--- src/inc/vcm_pkg.sv ---
// Purpose: shared constants for the actuator control block and its serial port
// Assumes: 7-bit register addresses, 8-bit register data
// Notes: mode codes are the values software writes to the mode register
package vcm_pkg;
   // register offsets
   localparam logic [6:0] REG_CAL_STATUS = 7'h00;
   localparam logic [6:0] REG_MODE = 7'h03;
   localparam logic [6:0] REG_CMD_HIGH = 7'h09;
   localparam logic [6:0] REG_CMD_LOW = 7'h0A;
   localparam logic [6:0] REG_ADC_CTRL = 7'h0B;
   localparam logic [6:0] REG_ADC_BASE = 7'h10;
   localparam logic [6:0] REG_ADC_LAST = 7'h17;
   // field positions
   localparam int GAIN_BIT = 7;
   localparam int TRIP_BIT = 6;
   localparam int SUPPLY12_BIT = 0;
   localparam int SUPPLY5_BIT = 1;
   localparam int SCALE_BIT = 0;
   localparam int ADC_RUN_BIT = 1;
   localparam int MODE_W = 3;
   localparam int CMD_W = 15;
   localparam int ADC_W = 10;
   localparam int ADC_CHANNELS = 4;
   // reset values
   localparam logic [7:0] CMD_HIGH_RESET = 8'h00;
   localparam logic [7:0] CMD_LOW_RESET = 8'h00;
   localparam logic [7:0] ADC_CTRL_RESET = 8'h00;
   // serial frame: read flag, 7 address bits, 8 data bits, msb first
   localparam logic [4:0] HEADER_BITS = 5'h08;
   localparam logic [4:0] FRAME_BITS = 5'h10;

   typedef enum logic [2:0] {
      MODE_RETRACT = 3'h0,
      MODE_TRISTATE = 3'h1,
      MODE_BRAKE = 3'h2,
      MODE_CURRENT = 3'h3,
      MODE_VOLTAGE = 3'h4,
      MODE_CALIBRATE = 3'h5
   } actuator_mode_t;

   typedef enum logic [2:0] {
      ADC_IDLE = 3'b001,
      ADC_BUSY = 3'b010,
      ADC_STORE = 3'b100
   } adc_state_t;
endpackage : vcm_pkg

--- src/rtl/serial_reg_port.sv ---
// Purpose: three-wire serial register port, sampled by the core clock
// Assumes: enable high frames a transfer; data taken on serial clock rise
// Notes: read data leaves on serial clock fall, msb first
`timescale 1ns/100ps
`default_nettype none
module serial_reg_port
   import vcm_pkg::*;
(
   input wire logic core_clk_i,
   input wire logic rst_n_i,
   input wire logic serial_clk_i,
   input wire logic serial_enable_i,
   input wire logic serial_data_i,
   input wire logic [7:0] rd_data_i,
   output logic serial_data_o,
   output logic serial_data_oe_n_o,
   output logic [6:0] addr_o,
   output logic [7:0] wr_data_o,
   output logic wr_strobe_o,
   output logic rd_strobe_o
);
   logic [2:0] sync1;
   logic [2:0] sync2;
   logic clk_d;
   logic [4:0] bit_cnt;
   logic [14:0] shift_in;
   logic [7:0] shift_out;
   logic reading;
   logic drive;
   logic [4:0] next_bit_cnt;
   logic [14:0] next_shift_in;
   logic [7:0] next_shift_out;
   logic next_reading;
   logic next_drive;
   logic [6:0] next_addr;
   logic [7:0] next_wr_data;
   logic next_wr_strobe;
   logic next_rd_strobe;
   logic rise;
   logic fall;
   logic [7:0] header;
   logic [15:0] full;

   // pins are asynchronous to the core clock
   always_ff @(posedge core_clk_i or negedge rst_n_i) begin
      if (!rst_n_i) begin
         sync1 <= 3'h0;
         sync2 <= 3'h0;
         clk_d <= 1'b0;
      end else begin
         sync1 <= {serial_data_i, serial_enable_i, serial_clk_i};
         sync2 <= sync1;
         clk_d <= sync2[0];
      end
   end

   assign rise = sync2[0] & ~clk_d;
   assign fall = ~sync2[0] & clk_d;
   assign header = {shift_in[6:0], sync2[2]};
   assign full = {shift_in, sync2[2]};

   always_comb begin
      next_bit_cnt = bit_cnt;
      next_shift_in = shift_in;
      next_shift_out = shift_out;
      next_reading = reading;
      next_drive = drive;
      next_addr = addr_o;
      next_wr_data = wr_data_o;
      next_wr_strobe = 1'b0;
      next_rd_strobe = 1'b0;
      if (rd_strobe_o) begin
         next_shift_out = rd_data_i;
      end
      if (!sync2[1]) begin
         // frame end aborts a partial transfer with no write
         next_bit_cnt = 5'h00;
         next_reading = 1'b0;
         next_drive = 1'b0;
      end else if (rise && bit_cnt != FRAME_BITS) begin
         next_shift_in = full[14:0];
         next_bit_cnt = bit_cnt + 5'h01;
         if (bit_cnt == HEADER_BITS - 5'h01) begin
            next_addr = header[6:0];
            if (header[7]) begin
               next_reading = 1'b1;
               next_rd_strobe = 1'b1;
            end
         end
         if (bit_cnt == FRAME_BITS - 5'h01 && !reading) begin
            next_addr = full[14:8];
            next_wr_data = full[7:0];
            next_wr_strobe = 1'b1;
         end
      end else if (fall && reading) begin
         if (bit_cnt == FRAME_BITS) begin
            next_drive = 1'b0;
         end else begin
            if (drive) begin
               next_shift_out = {shift_out[6:0], 1'b0};
            end
            next_drive = 1'b1;
         end
      end
   end

   always_ff @(posedge core_clk_i or negedge rst_n_i) begin
      if (!rst_n_i) begin
         bit_cnt <= 5'h00;
         shift_in <= 15'h0000;
         shift_out <= 8'h00;
         reading <= 1'b0;
         drive <= 1'b0;
         addr_o <= 7'h00;
         wr_data_o <= 8'h00;
         wr_strobe_o <= 1'b0;
         rd_strobe_o <= 1'b0;
      end else begin
         bit_cnt <= next_bit_cnt;
         shift_in <= next_shift_in;
         shift_out <= next_shift_out;
         reading <= next_reading;
         drive <= next_drive;
         addr_o <= next_addr;
         wr_data_o <= next_wr_data;
         wr_strobe_o <= next_wr_strobe;
         rd_strobe_o <= next_rd_strobe;
      end
   end

   assign serial_data_o = shift_out[7];
   assign serial_data_oe_n_o = ~drive;
endmodule : serial_reg_port
`default_nettype wire

--- src/rtl/vcm_dac_mode_control.sv ---
// Purpose: actuator mode, current command staging, gain and converter control
// Assumes: converter macro and comparator pins; supply flags from monitors
// Notes: registers are reached only through the three-wire serial port
`timescale 1ns/100ps
`default_nettype none
module vcm_dac_mode_control
   import vcm_pkg::*;
(
   input wire logic core_clk_i,
   input wire logic rst_n_i,
   input wire logic serial_clk_i,
   input wire logic serial_enable_i,
   input wire logic serial_data_i,
   output logic serial_data_o,
   output logic serial_data_oe_n_o,
   input wire logic supply12_ok_i,
   input wire logic supply5_ok_i,
   input wire logic cal_comparator_i,
   input wire logic adc_done_i,
   input wire logic [ADC_W-1:0] adc_result_i,
   output logic adc_start_o,
   output logic [1:0] adc_channel_o,
   output logic converter_scale_select_o,
   output logic [CMD_W-1:0] dac_code_o,
   output logic sense_gain_select_o,
   output logic [MODE_W-1:0] actuator_mode_o,
   output logic power_stage_tristate_o,
   output logic bridge_brake_o,
   output logic retract_enable_o,
   output logic sense_amp_tristate_o,
   output logic error_amp_tristate_o,
   output logic direct_drive_switch_o,
   output logic compensation_disconnect_switch_o
);
   logic [6:0] addr;
   logic [7:0] wr_data;
   logic wr_strobe;
   logic rd_strobe;
   logic [7:0] rd_data;
   logic [MODE_W-1:0] mode_reg;
   logic [7:0] cmd_high;
   logic [7:0] cmd_low;
   logic [7:0] adc_ctrl;
   logic trip_flag;
   logic [MODE_W-1:0] next_mode_reg;
   logic [7:0] next_cmd_high;
   logic [7:0] next_cmd_low;
   logic [7:0] next_adc_ctrl;
   logic next_trip_flag;
   logic [CMD_W-1:0] next_dac_code;
   logic [2:0] async_s1;
   logic [2:0] async_s2;
   logic comp_d;
   logic supplies_ok;
   logic trip_event;
   logic [MODE_W-1:0] applied_mode;
   adc_state_t adc_state;
   adc_state_t next_adc_state;
   logic [1:0] next_adc_channel;
   logic [ADC_W-1:0] adc_mem [ADC_CHANNELS];
   logic [ADC_W-1:0] adc_low_hold;

   function automatic logic is_write(input logic stb, input logic [6:0] a,
                                     input logic [6:0] target);
      is_write = stb && (a == target);
   endfunction : is_write

   serial_reg_port port_u (
      .core_clk_i(core_clk_i),
      .rst_n_i(rst_n_i),
      .serial_clk_i(serial_clk_i),
      .serial_enable_i(serial_enable_i),
      .serial_data_i(serial_data_i),
      .rd_data_i(rd_data),
      .serial_data_o(serial_data_o),
      .serial_data_oe_n_o(serial_data_oe_n_o),
      .addr_o(addr),
      .wr_data_o(wr_data),
      .wr_strobe_o(wr_strobe),
      .rd_strobe_o(rd_strobe)
   );

   // comparator and supply flags come from analog, outside the clock domain
   always_ff @(posedge core_clk_i or negedge rst_n_i) begin
      if (!rst_n_i) begin
         async_s1 <= 3'h0;
         async_s2 <= 3'h0;
         comp_d <= 1'b0;
      end else begin
         async_s1 <= {cal_comparator_i, supply5_ok_i, supply12_ok_i};
         async_s2 <= async_s1;
         comp_d <= async_s2[2];
      end
   end

   assign supplies_ok = async_s2[0] & async_s2[1];
   // either swing direction counts as the trip
   assign trip_event = (async_s2[2] != comp_d) && (mode_reg == MODE_CALIBRATE);

   // assisted drive falls back to retract when a supply is missing
   always_comb begin
      applied_mode = mode_reg;
      if ((mode_reg == MODE_CURRENT || mode_reg == MODE_VOLTAGE) && !supplies_ok) begin
         applied_mode = MODE_RETRACT;
      end
   end

   always_comb begin
      next_mode_reg = mode_reg;
      next_cmd_high = cmd_high;
      next_cmd_low = cmd_low;
      next_adc_ctrl = adc_ctrl;
      next_dac_code = dac_code_o;
      next_trip_flag = trip_flag;
      if (is_write(wr_strobe, addr, REG_MODE)) begin
         next_mode_reg = wr_data[MODE_W-1:0];
      end
      if (is_write(wr_strobe, addr, REG_CMD_HIGH)) begin
         // upper bits wait in the shadow; gain applies at once
         next_cmd_high = wr_data;
      end
      if (is_write(wr_strobe, addr, REG_CMD_LOW)) begin
         next_cmd_low = wr_data;
         next_dac_code = {cmd_high[6:0], wr_data};
      end
      if (is_write(wr_strobe, addr, REG_ADC_CTRL)) begin
         next_adc_ctrl = wr_data;
      end
      // status read clears the trip flag, a new trip in that cycle wins
      if (is_write(rd_strobe, addr, REG_CAL_STATUS)) begin
         next_trip_flag = 1'b0;
      end
      if (trip_event) begin
         next_trip_flag = 1'b1;
      end
   end

   always_ff @(posedge core_clk_i or negedge rst_n_i) begin
      if (!rst_n_i) begin
         mode_reg <= MODE_RETRACT;
         cmd_high <= CMD_HIGH_RESET;
         cmd_low <= CMD_LOW_RESET;
         adc_ctrl <= ADC_CTRL_RESET;
         trip_flag <= 1'b0;
         dac_code_o <= {CMD_W{1'b0}};
      end else begin
         mode_reg <= next_mode_reg;
         cmd_high <= next_cmd_high;
         cmd_low <= next_cmd_low;
         adc_ctrl <= next_adc_ctrl;
         trip_flag <= next_trip_flag;
         dac_code_o <= next_dac_code;
      end
   end

   // converter sequencer cycles current, voltage, back-emf, auxiliary
   always_comb begin
      next_adc_state = adc_state;
      next_adc_channel = adc_channel_o;
      adc_start_o = 1'b0;
      case (adc_state)
         ADC_IDLE: begin
            if (adc_ctrl[ADC_RUN_BIT]) begin
               adc_start_o = 1'b1;
               next_adc_state = ADC_BUSY;
            end
         end
         ADC_BUSY: begin
            if (adc_done_i) begin
               next_adc_state = ADC_STORE;
            end
         end
         ADC_STORE: begin
            next_adc_channel = adc_channel_o + 2'h1;
            next_adc_state = ADC_IDLE;
         end
         default: begin
            next_adc_state = ADC_IDLE;
         end
      endcase
   end

   always_ff @(posedge core_clk_i or negedge rst_n_i) begin
      if (!rst_n_i) begin
         adc_state <= ADC_IDLE;
         adc_channel_o <= 2'h0;
      end else begin
         adc_state <= next_adc_state;
         adc_channel_o <= next_adc_channel;
      end
   end

   // result memory; no reset needed, reads before a conversion are don't-care
   always_ff @(posedge core_clk_i) begin
      if (adc_state == ADC_BUSY && adc_done_i) begin
         adc_mem[adc_channel_o] <= adc_result_i;
      end
   end

   // high byte read snapshots the low byte so the pair never tears
   always_ff @(posedge core_clk_i or negedge rst_n_i) begin
      if (!rst_n_i) begin
         adc_low_hold <= {ADC_W{1'b0}};
      end else if (rd_strobe && addr >= REG_ADC_BASE && addr <= REG_ADC_LAST && !addr[0]) begin
         adc_low_hold <= adc_mem[addr[2:1]];
      end
   end

   always_comb begin
      rd_data = 8'h00;
      if (addr == REG_CAL_STATUS) begin
         rd_data[TRIP_BIT] = trip_flag;
         rd_data[SUPPLY12_BIT] = async_s2[0];
         rd_data[SUPPLY5_BIT] = async_s2[1];
      end else if (addr == REG_MODE) begin
         rd_data = {5'h00, mode_reg};
      end else if (addr == REG_CMD_HIGH) begin
         rd_data = cmd_high;
      end else if (addr == REG_CMD_LOW) begin
         rd_data = cmd_low;
      end else if (addr == REG_ADC_CTRL) begin
         rd_data = adc_ctrl;
      end else if (addr >= REG_ADC_BASE && addr <= REG_ADC_LAST) begin
         if (!addr[0]) begin
            rd_data = {6'h00, adc_mem[addr[2:1]][ADC_W-1:8]};
         end else begin
            rd_data = adc_low_hold[7:0];
         end
      end
   end

   // mode decode into analog switch and stage controls
   assign actuator_mode_o = applied_mode;
   assign sense_gain_select_o = cmd_high[GAIN_BIT];
   assign converter_scale_select_o = adc_ctrl[SCALE_BIT];
   assign power_stage_tristate_o = (applied_mode == MODE_TRISTATE)
                                 || (applied_mode == MODE_CALIBRATE)
                                 || (applied_mode > MODE_CALIBRATE);
   assign bridge_brake_o = (applied_mode == MODE_BRAKE);
   assign retract_enable_o = (applied_mode == MODE_RETRACT);
   assign sense_amp_tristate_o = (applied_mode == MODE_VOLTAGE);
   assign error_amp_tristate_o = (applied_mode == MODE_VOLTAGE);
   assign direct_drive_switch_o = (applied_mode == MODE_VOLTAGE);
   assign compensation_disconnect_switch_o = (applied_mode == MODE_CALIBRATE);
endmodule : vcm_dac_mode_control
`default_nettype wire

--- config.mk ---
export PLATFORM = sky130hd
export DESIGN_NAME = vcm_dac_mode_control
export DESIGN_NICKNAME = d
export VERILOG_FILES = /design/src/inc/vcm_pkg.sv /design/src/rtl/serial_reg_port.sv /design/src/rtl/vcm_dac_mode_control.sv
export SDC_FILE = /design/constraint.sdc
export NUM_CORES = 1
export LEC_CHECK = 0
export BUFFER_PORTS_ARGS = -buffer_cell sky130_fd_sc_hd__buf_4
export CORE_ASPECT_RATIO = 0.75
export CORE_UTILIZATION = 57
export DETAILED_ROUTE_END_ITERATION = 6
export PLACE_DENSITY = 0.79
export SYNTH_ARGS = -nofsm -noshare
export SYNTH_HDL_FRONTEND = slang
export SYNTH_HIERARCHICAL = 1
export SYNTH_SLANG_ARGS = --single-unit
--- constraint.sdc ---
create_clock -name core_clk_i -period 2.5 [get_ports core_clk_i]
set_input_delay 0.75 -clock core_clk_i [delete_from_list [all_inputs] [get_ports core_clk_i]]
set_output_delay 0.75 -clock core_clk_i [all_outputs]
set_load 0.005 [all_outputs]
=== Word level (Yosys, flattened, before mapping) ===
Memories as Yosys holds them, arrays and structs flattened.
Index checks and enable logic that the tools add are counted.
W data, S select, Z words.

* Register bits after elaboration: 116
* Bits in writable memories: 40
* Input port bits: 19
* Output and inout bits: 32
* Word-level logic and storage cells: 138
* Memories kept: 1

* Add/sub/neg operators: 2
* Magnitude comparators: 3
* Equality and inequality tests: 26
* Muxes and demuxes: 45
* Bitwise gates (word level): 6
* Reduce and logical (&&, ||, !) cells: 31

{| class="wikitable"
|+ Memories
! name !! depth !! bits a word !! read ports !! clocked after Yosys merged registers in !! write ports !! RTL line !! RTL
|-
| adc_mem || 4 || 10 || 1 || 0 || 1 || vcm_dac_mode_control.sv:60 || <nowiki>logic [ADC_W-1:0] adc_mem [ADC_CHANNELS];</nowiki>
|}

{| class="wikitable"
|+ Operators by type and width
! cell !! count
|-
| $mux W8 || 12
|-
| $mux W1 || 23
|-
| $eq A7 B4 Y1 const B || 3
|-
| $eq A3 B3 Y1 const B || 5
|-
| $logic_and A1 B1 Y1 || 15
|-
| $mux W7 || 2
|-
| $ne A2 B2 Y1 const B || 7
|-
| $mux W5 || 2
|-
| $eq A3 B2 Y1 const B || 3
|-
| $mux W3 || 3
|-
| $reduce_and A3 Y1 || 3
|-
| $eq A7 B2 Y1 const B || 1
|-
| $ge A7 B5 Y1 const B || 1
|-
| $le A7 B5 Y1 const B || 1
|-
| $logic_not A7 Y1 || 1
|-
| $eq A3 B1 Y1 const B || 2
|-
| $pmux W3 S2 || 1
|-
| $reduce_and A2 Y1 || 3
|-
| $add A5 B1 Y5 const B || 1
|-
| $eq A5 B3 Y1 const B || 1
|-
| $eq A5 B4 Y1 const B || 1
|-
| $eq A5 B5 Y1 const B || 1
|-
| $ne A5 B5 Y1 const B || 1
|-
| $mux W4 || 1
|-
| other kinds (10) || 19
|}

=== Depth between registers and ports, before layout ===
* Depth in word-level cells: 14
* Gate-level depth with buffers: 8
* Mapped depth without buffers: 6

=== By module ===
The synthesis kept the hierarchy.

{| class="wikitable"
|+ By module, submodules not included
! module !! times used !! cells each !! area an instance (um^2) !! sequential area each (um^2)
|-
| vcm_dac_mode_control || 1 || 282 || 4230.3 || 2578.7
|-
| serial_reg_port || 1 || 153 || 2245.9 || 1326.3
|}

=== Worst setup path after synthesis ===
OpenSTA, ideal clock, no wires.

* Path kind: register to register
* Start: reg port_u.addr_o[2]
* End: reg port_u.shift_out[1]
* Library setup time: 0.125 ns
* Data arrival time: 1.970 ns
* Data required time: 2.375 ns
* Setup slack: 0.405 ns
* Stages on the path, launching flop included: 8
* Path buffers: 1
* Period minus slack after synthesis: 2.095 ns
* Path through: dfrtp_1 buf_1 mux4_2 mux2_2 nand2_1 a32oi_1 mux2_2 mux2_2

* Word-level cells in the longest chain between the ends: 14
* Elaborated cells on any way between the ends: 22
* Classes of those cells: 2 x order compare; 4 x eq/ne; 13 x mux; 2 x reduce/logical; 1 x memory

{| class="wikitable"
|+ Ends and longest elaborated chain
! element !! RTL line !! RTL
|-
| start: declaration || serial_reg_port.sv:17 || <nowiki>output logic [6:0] addr_o,</nowiki>
|-
| start signal: assignment || serial_reg_port.sv:124 || <nowiki>addr_o <= next_addr;</nowiki>
|-
| $ge A7 B5 Y1, or another cell as far along || vcm_dac_mode_control.sv:223 || <nowiki>end else if (addr >= REG_ADC_BASE && addr <= REG_ADC_LAST) begin</nowiki>
|-
| $logic_and A1 B1 Y1 / $mux W8 (equally long branches) || vcm_dac_mode_control.sv:223, vcm_dac_mode_control.sv:224 ||
|-
| $mux W8 || vcm_dac_mode_control.sv:223 ||
|-
| $mux W8 || vcm_dac_mode_control.sv:221 || <nowiki>end else if (addr == REG_ADC_CTRL) begin</nowiki>
|-
| $mux W8 || vcm_dac_mode_control.sv:219 || <nowiki>end else if (addr == REG_CMD_LOW) begin</nowiki>
|-
| $mux W8 || vcm_dac_mode_control.sv:217 || <nowiki>end else if (addr == REG_CMD_HIGH) begin</nowiki>
|-
| $mux W8 || vcm_dac_mode_control.sv:215 || <nowiki>end else if (addr == REG_MODE) begin</nowiki>
|-
| $mux W2 (*) || vcm_dac_mode_control.sv:211 || <nowiki>if (addr == REG_CAL_STATUS) begin</nowiki>
|-
| via rd_data[1] || vcm_dac_mode_control.sv:39 || <nowiki>logic [7:0] rd_data;</nowiki>
|-
| $mux W8 (*) || serial_reg_port.sv:72 || <nowiki>if (rd_strobe_o) begin</nowiki>
|-
| $mux W8 || serial_reg_port.sv:99 || <nowiki>if (drive) begin</nowiki>
|-
| $mux W8 || serial_reg_port.sv:96 || <nowiki>if (bit_cnt == FRAME_BITS) begin</nowiki>
|-
| $mux W8 || serial_reg_port.sv:95 || <nowiki>end else if (fall && reading) begin</nowiki>
|-
| $mux W8 || serial_reg_port.sv:80 || <nowiki>end else if (rise && bit_cnt != FRAME_BITS) begin</nowiki>
|-
| $mux W8 (*) || serial_reg_port.sv:75 || <nowiki>if (!sync2[1]) begin</nowiki>
|-
| via port_u.next_shift_out[1] || serial_reg_port.sv:32 || <nowiki>logic [7:0] next_shift_out;</nowiki>
|-
| end signal: assignment || serial_reg_port.sv:121 || <nowiki>shift_out <= next_shift_out;</nowiki>
|-
| end: declaration || serial_reg_port.sv:27 || <nowiki>logic [7:0] shift_out;</nowiki>
|}

The timed path passes the listed nets; every way through them passes the cells marked *.
A chain may end at the register's enable or synchronous reset.

=== Worst setup path in the final report ===
* Start: reg mode_reg[0]
* End: out actuator_mode_o[2]

* Word-level cells in the longest chain between the ends: 4
* Elaborated cells on any way between the ends: 5
* Classes of those cells: 2 x eq/ne; 1 x mux; 2 x reduce/logical

{| class="wikitable"
|+ Ends and longest elaborated chain
! element !! RTL line !! RTL
|-
| start: declaration || vcm_dac_mode_control.sv:40 || <nowiki>logic [MODE_W-1:0] mode_reg;</nowiki>
|-
| start signal: assignment || vcm_dac_mode_control.sv:147 || <nowiki>mode_reg <= next_mode_reg;</nowiki>
|-
| $eq A3 B2 Y1 / $eq A3 B3 Y1 (equally long branches) || vcm_dac_mode_control.sv:103 || <nowiki>if ((mode_reg == MODE_CURRENT || mode_reg == MODE_VOLTAGE) && !supplies_ok) begin</nowiki>
|-
| $logic_or A1 B1 Y1 (*) || vcm_dac_mode_control.sv:103 ||
|-
| $logic_and A1 B1 Y1 (*) || vcm_dac_mode_control.sv:103 ||
|-
| $mux W3 (*) || vcm_dac_mode_control.sv:103 ||
|-
| end: declaration || vcm_dac_mode_control.sv:26 || <nowiki>output logic [MODE_W-1:0] actuator_mode_o,</nowiki>
|}

Mark *: on every way between the ends. The rest lies on a longest branch, timed or not.

==> results.toml <==
[outcome]
status = "finished, violations left"
violations = "design-rule violations"

[final_layout]
layout-drive-gt1-share_pct = 41.3
largest_register = "adc_mem"
final_area_mm2 = 0.00765
n_antenna_cell = 0
largest_reg_flops = 40
nets = 522
reg_top3 = "adc_mem: 40 flops, dac_code_o: 15 flops, port_u/shift_in: 14 flops"
final_util_pct = 69.6
area_growth_pct = 18.1

[placed_design]
portBuffers = 50
globalplace.congestion = 0.867
hpwl_mm = 8.71
dpl-instance-area_mm2 = 0.00704

[clocking]
cts_sinks = 148
clock_path_buffers = 2
htreeDepth = 4
cts_resized = 0
clk_pin_slew_ns = 0.06
root_buffer = "clkbuf_16"
worstSkewPairLatency_ns = 0.42
cts_tree = "built"
postCtsSetupBuffers = 0
cts_hold_buf = 0
numCtsBuffers = 17

[drt]
vias = 3879
vias_per_cell = 5.98
wirelength_mm = 12.9
antenna_left = 0
detail_route.wl_per_cell_um = 19.9
drt-initial-drc-count = 274
drc = 11
dr.pass1.iters = 7

[sta]
max_clock_freq_ghz = 0.418
hold_viol = 0
slew_viol_final = 0
setup_viol = 0
slew_headroom_pct = 54.8
rsz0062_at_grt = "no"
clock_skew_ns = 0.00769
tns_ns = 0
period_share_pct = 95.7
min_period_ns = 2.39
worst_pin_slew_ns = 0.672

[synthesis]
syn_inst = 435
synth_edf_count = 40
synth_nets = 461
yosys.cell_types.count = 59
yosys_warnings = 6
async_flop_share_pct = 73.0
synth-main-ff-cell = "dfrtp_1"
ys_seq_elements = 148
syn_area_per_cell_um2 = 14.9
synth_seq_area_share_pct = 60.3
syn-cell-area_mm2 = 0.00648

[power_and_ir_drop]
p_leak_nw = 3.48
irDropWorstVdd_v = 0.000463
power_density_mw_per_mm2 = 711

[critical_path]
worstPathArrival_ns = 1.64
end_kind = "output pin"
cp.required_ns = 1.75
critPathTopFamily = "flip-flops"
crit_buf_inv = 2
max_stage_delay_ns = 0.50
worstPathMaxFanout = 9
startpoint_type = "register"
crit_chain = "inv_1 -> o21ai_1 -> o21a_1 -> buf_4"
setup.worst_path.class = "register to output pin"
cp_slowest_cell = "dfrtp_1"

[grt]
grt_max_degree = 38
grt_pass1_wl_mm = 21.0
grt_pass1_vias = 3920
grt_use_total_pct = 24.2
grt_overflow_total = 0
antenna_found_initial = 0

[floorplan]
initial_core_util_pct = 59.0
rows = 33
die_height_um = 94.3
num_io_pins = 51
die_w_um = 125
core-area_mm2 = 0.0110
die_area_mm2 = 0.0118

[min_path]
hold_class = "primary input to asynchronous set/reset pin"

[flow_run]
max-cap-violations = 0
==> cells in the final DEF, fill, tap and decap left out, types with 3 or more instances in the layout <==
master	instances
edfxtp_1	40
inv_1	11
nand3_1	10
dfrtp_1	107
bufinv_16	3
a32oi_1	3
mux2_4	10
ha_1	7
buf_4	62
nand2b_1	7
a21o_1	4
nor2b_1	7
a2bb2oi_1	4
nand3b_1	5
o21ai_0	7
nand2_1	10
nor3_1	3
a21oi_1	9
mux2_2	84
o211ai_1	4
mux4_2	10
clkinvlp_4	3
clkbuf_16	17
and2_1	7
o21a_1	4
nor2_1	14
and3_1	5
clkinv_4	5
==> cell type report <==
cell class | instances | area, um^2
clock buffers | 17 | 425
clock inverters | 15 | 181
fillers | 715 | 3340
inverters | 11 | 41.3
multi-input cells | 254 | 2410
flip-flops and latches | 148 | 3910
well taps | 140 | 175
repair buffers | 64 | 505
==> routing by layer <==
metal,up-vias,global-route usage [%],share of wire [%]
met5,-,0,0
met4,0,11.9,3.0
met3,38,5.87,5.7
met2,146,37.7,47
met1,1950,32.3,45
li1,1745,-,-
==> metrics by stage <==
stage               cells  setup WS (ns)  hold slack, ns  power, W
CTS                   649         0.0561           0.244   0.00548
detailed placement    617          0.357           0.335   0.00289
floorplan             435          0.405           0.331   0.00276
finish                649          0.107           0.245   0.00544
global placement      617          0.461           0.334   0.00287
global route          649         0.0406           0.262   0.00562
==> synthesized netlist by cell type (all sizes together) (3+ instances only) <==
cell type | instances | area, um^2
mux2 | 94 | 1100
nand3 | 12 | 85.1
nor3 | 4 | 31.3
nand3b | 5 | 37.5
and3 | 5 | 31.3
dfrtp | 107 | 2680
ha | 7 | 87.6
o211ai | 4 | 30.0
nor2b | 7 | 43.8
nor2 | 15 | 58.8
o21ai | 8 | 40.0
o21a | 4 | 30.0
nand2 | 10 | 37.5
clkbuf | 9 | 33.8
nand2b | 7 | 43.8
a21oi | 9 | 45.0
edfxtp | 40 | 1200
a32oi | 3 | 26.3
and2 | 8 | 52.6
mux4 | 10 | 225
a21o | 4 | 30.0
inv | 11 | 41.3
buf | 13 | 83.8
a2bb2oi | 4 | 35.0
==> cell families (layout without fill, tap and decap cells) <==
| group | count (synthesis) | in the layout | share of synthesized area (%) |
|---|---|---|---|
| mux | 106 | 106 | 20.7 |
| xor+xnor | 2 | 2 | 0.271 |
| compound gates | 53 | 53 | 5.87 |
| fa+ha+maj | 7 | 7 | 1.35 |
| simple gates | 86 | 86 | 9.04 |
| buf+inv | 33 | 107 | 2.45 |
| flops | 148 | 148 | 60.3 |
==> power by group <==
part	switching (W)	internal, W
combinational	0.0000951	0.000113
clock	0.00102	0.00157
sequential	0.0000820	0.00256
==> path summary, 6_finish.rpt <==
path	slack, ns	depth (start not counted)	to	startpoint
min	0.25	1	adc_low_hold[3]$_DFFE_PN0P_	rst_n_i
min in group core_clk_i	0.35	0	port_u/sync2[1]$_DFF_PN0_	port_u/sync1[1]$_DFF_PN0_
max reg2reg	0.21	6	port_u/shift_out[6]$_DFF_PN0_	port_u/addr_o[5]$_DFFE_PN0P_
max	0.11	4	actuator_mode_o[2]	mode_reg[0]$_DFFE_PN0P_
max in group asynchronous	1.62	2	adc_state[0]$_DFFE_PN1P_	rst_n_i
min reg2reg	0.35	0	port_u/sync2[1]$_DFF_PN0_	port_u/sync1[1]$_DFF_PN0_
Note: power is estimated with default switching activity, not from simulation.
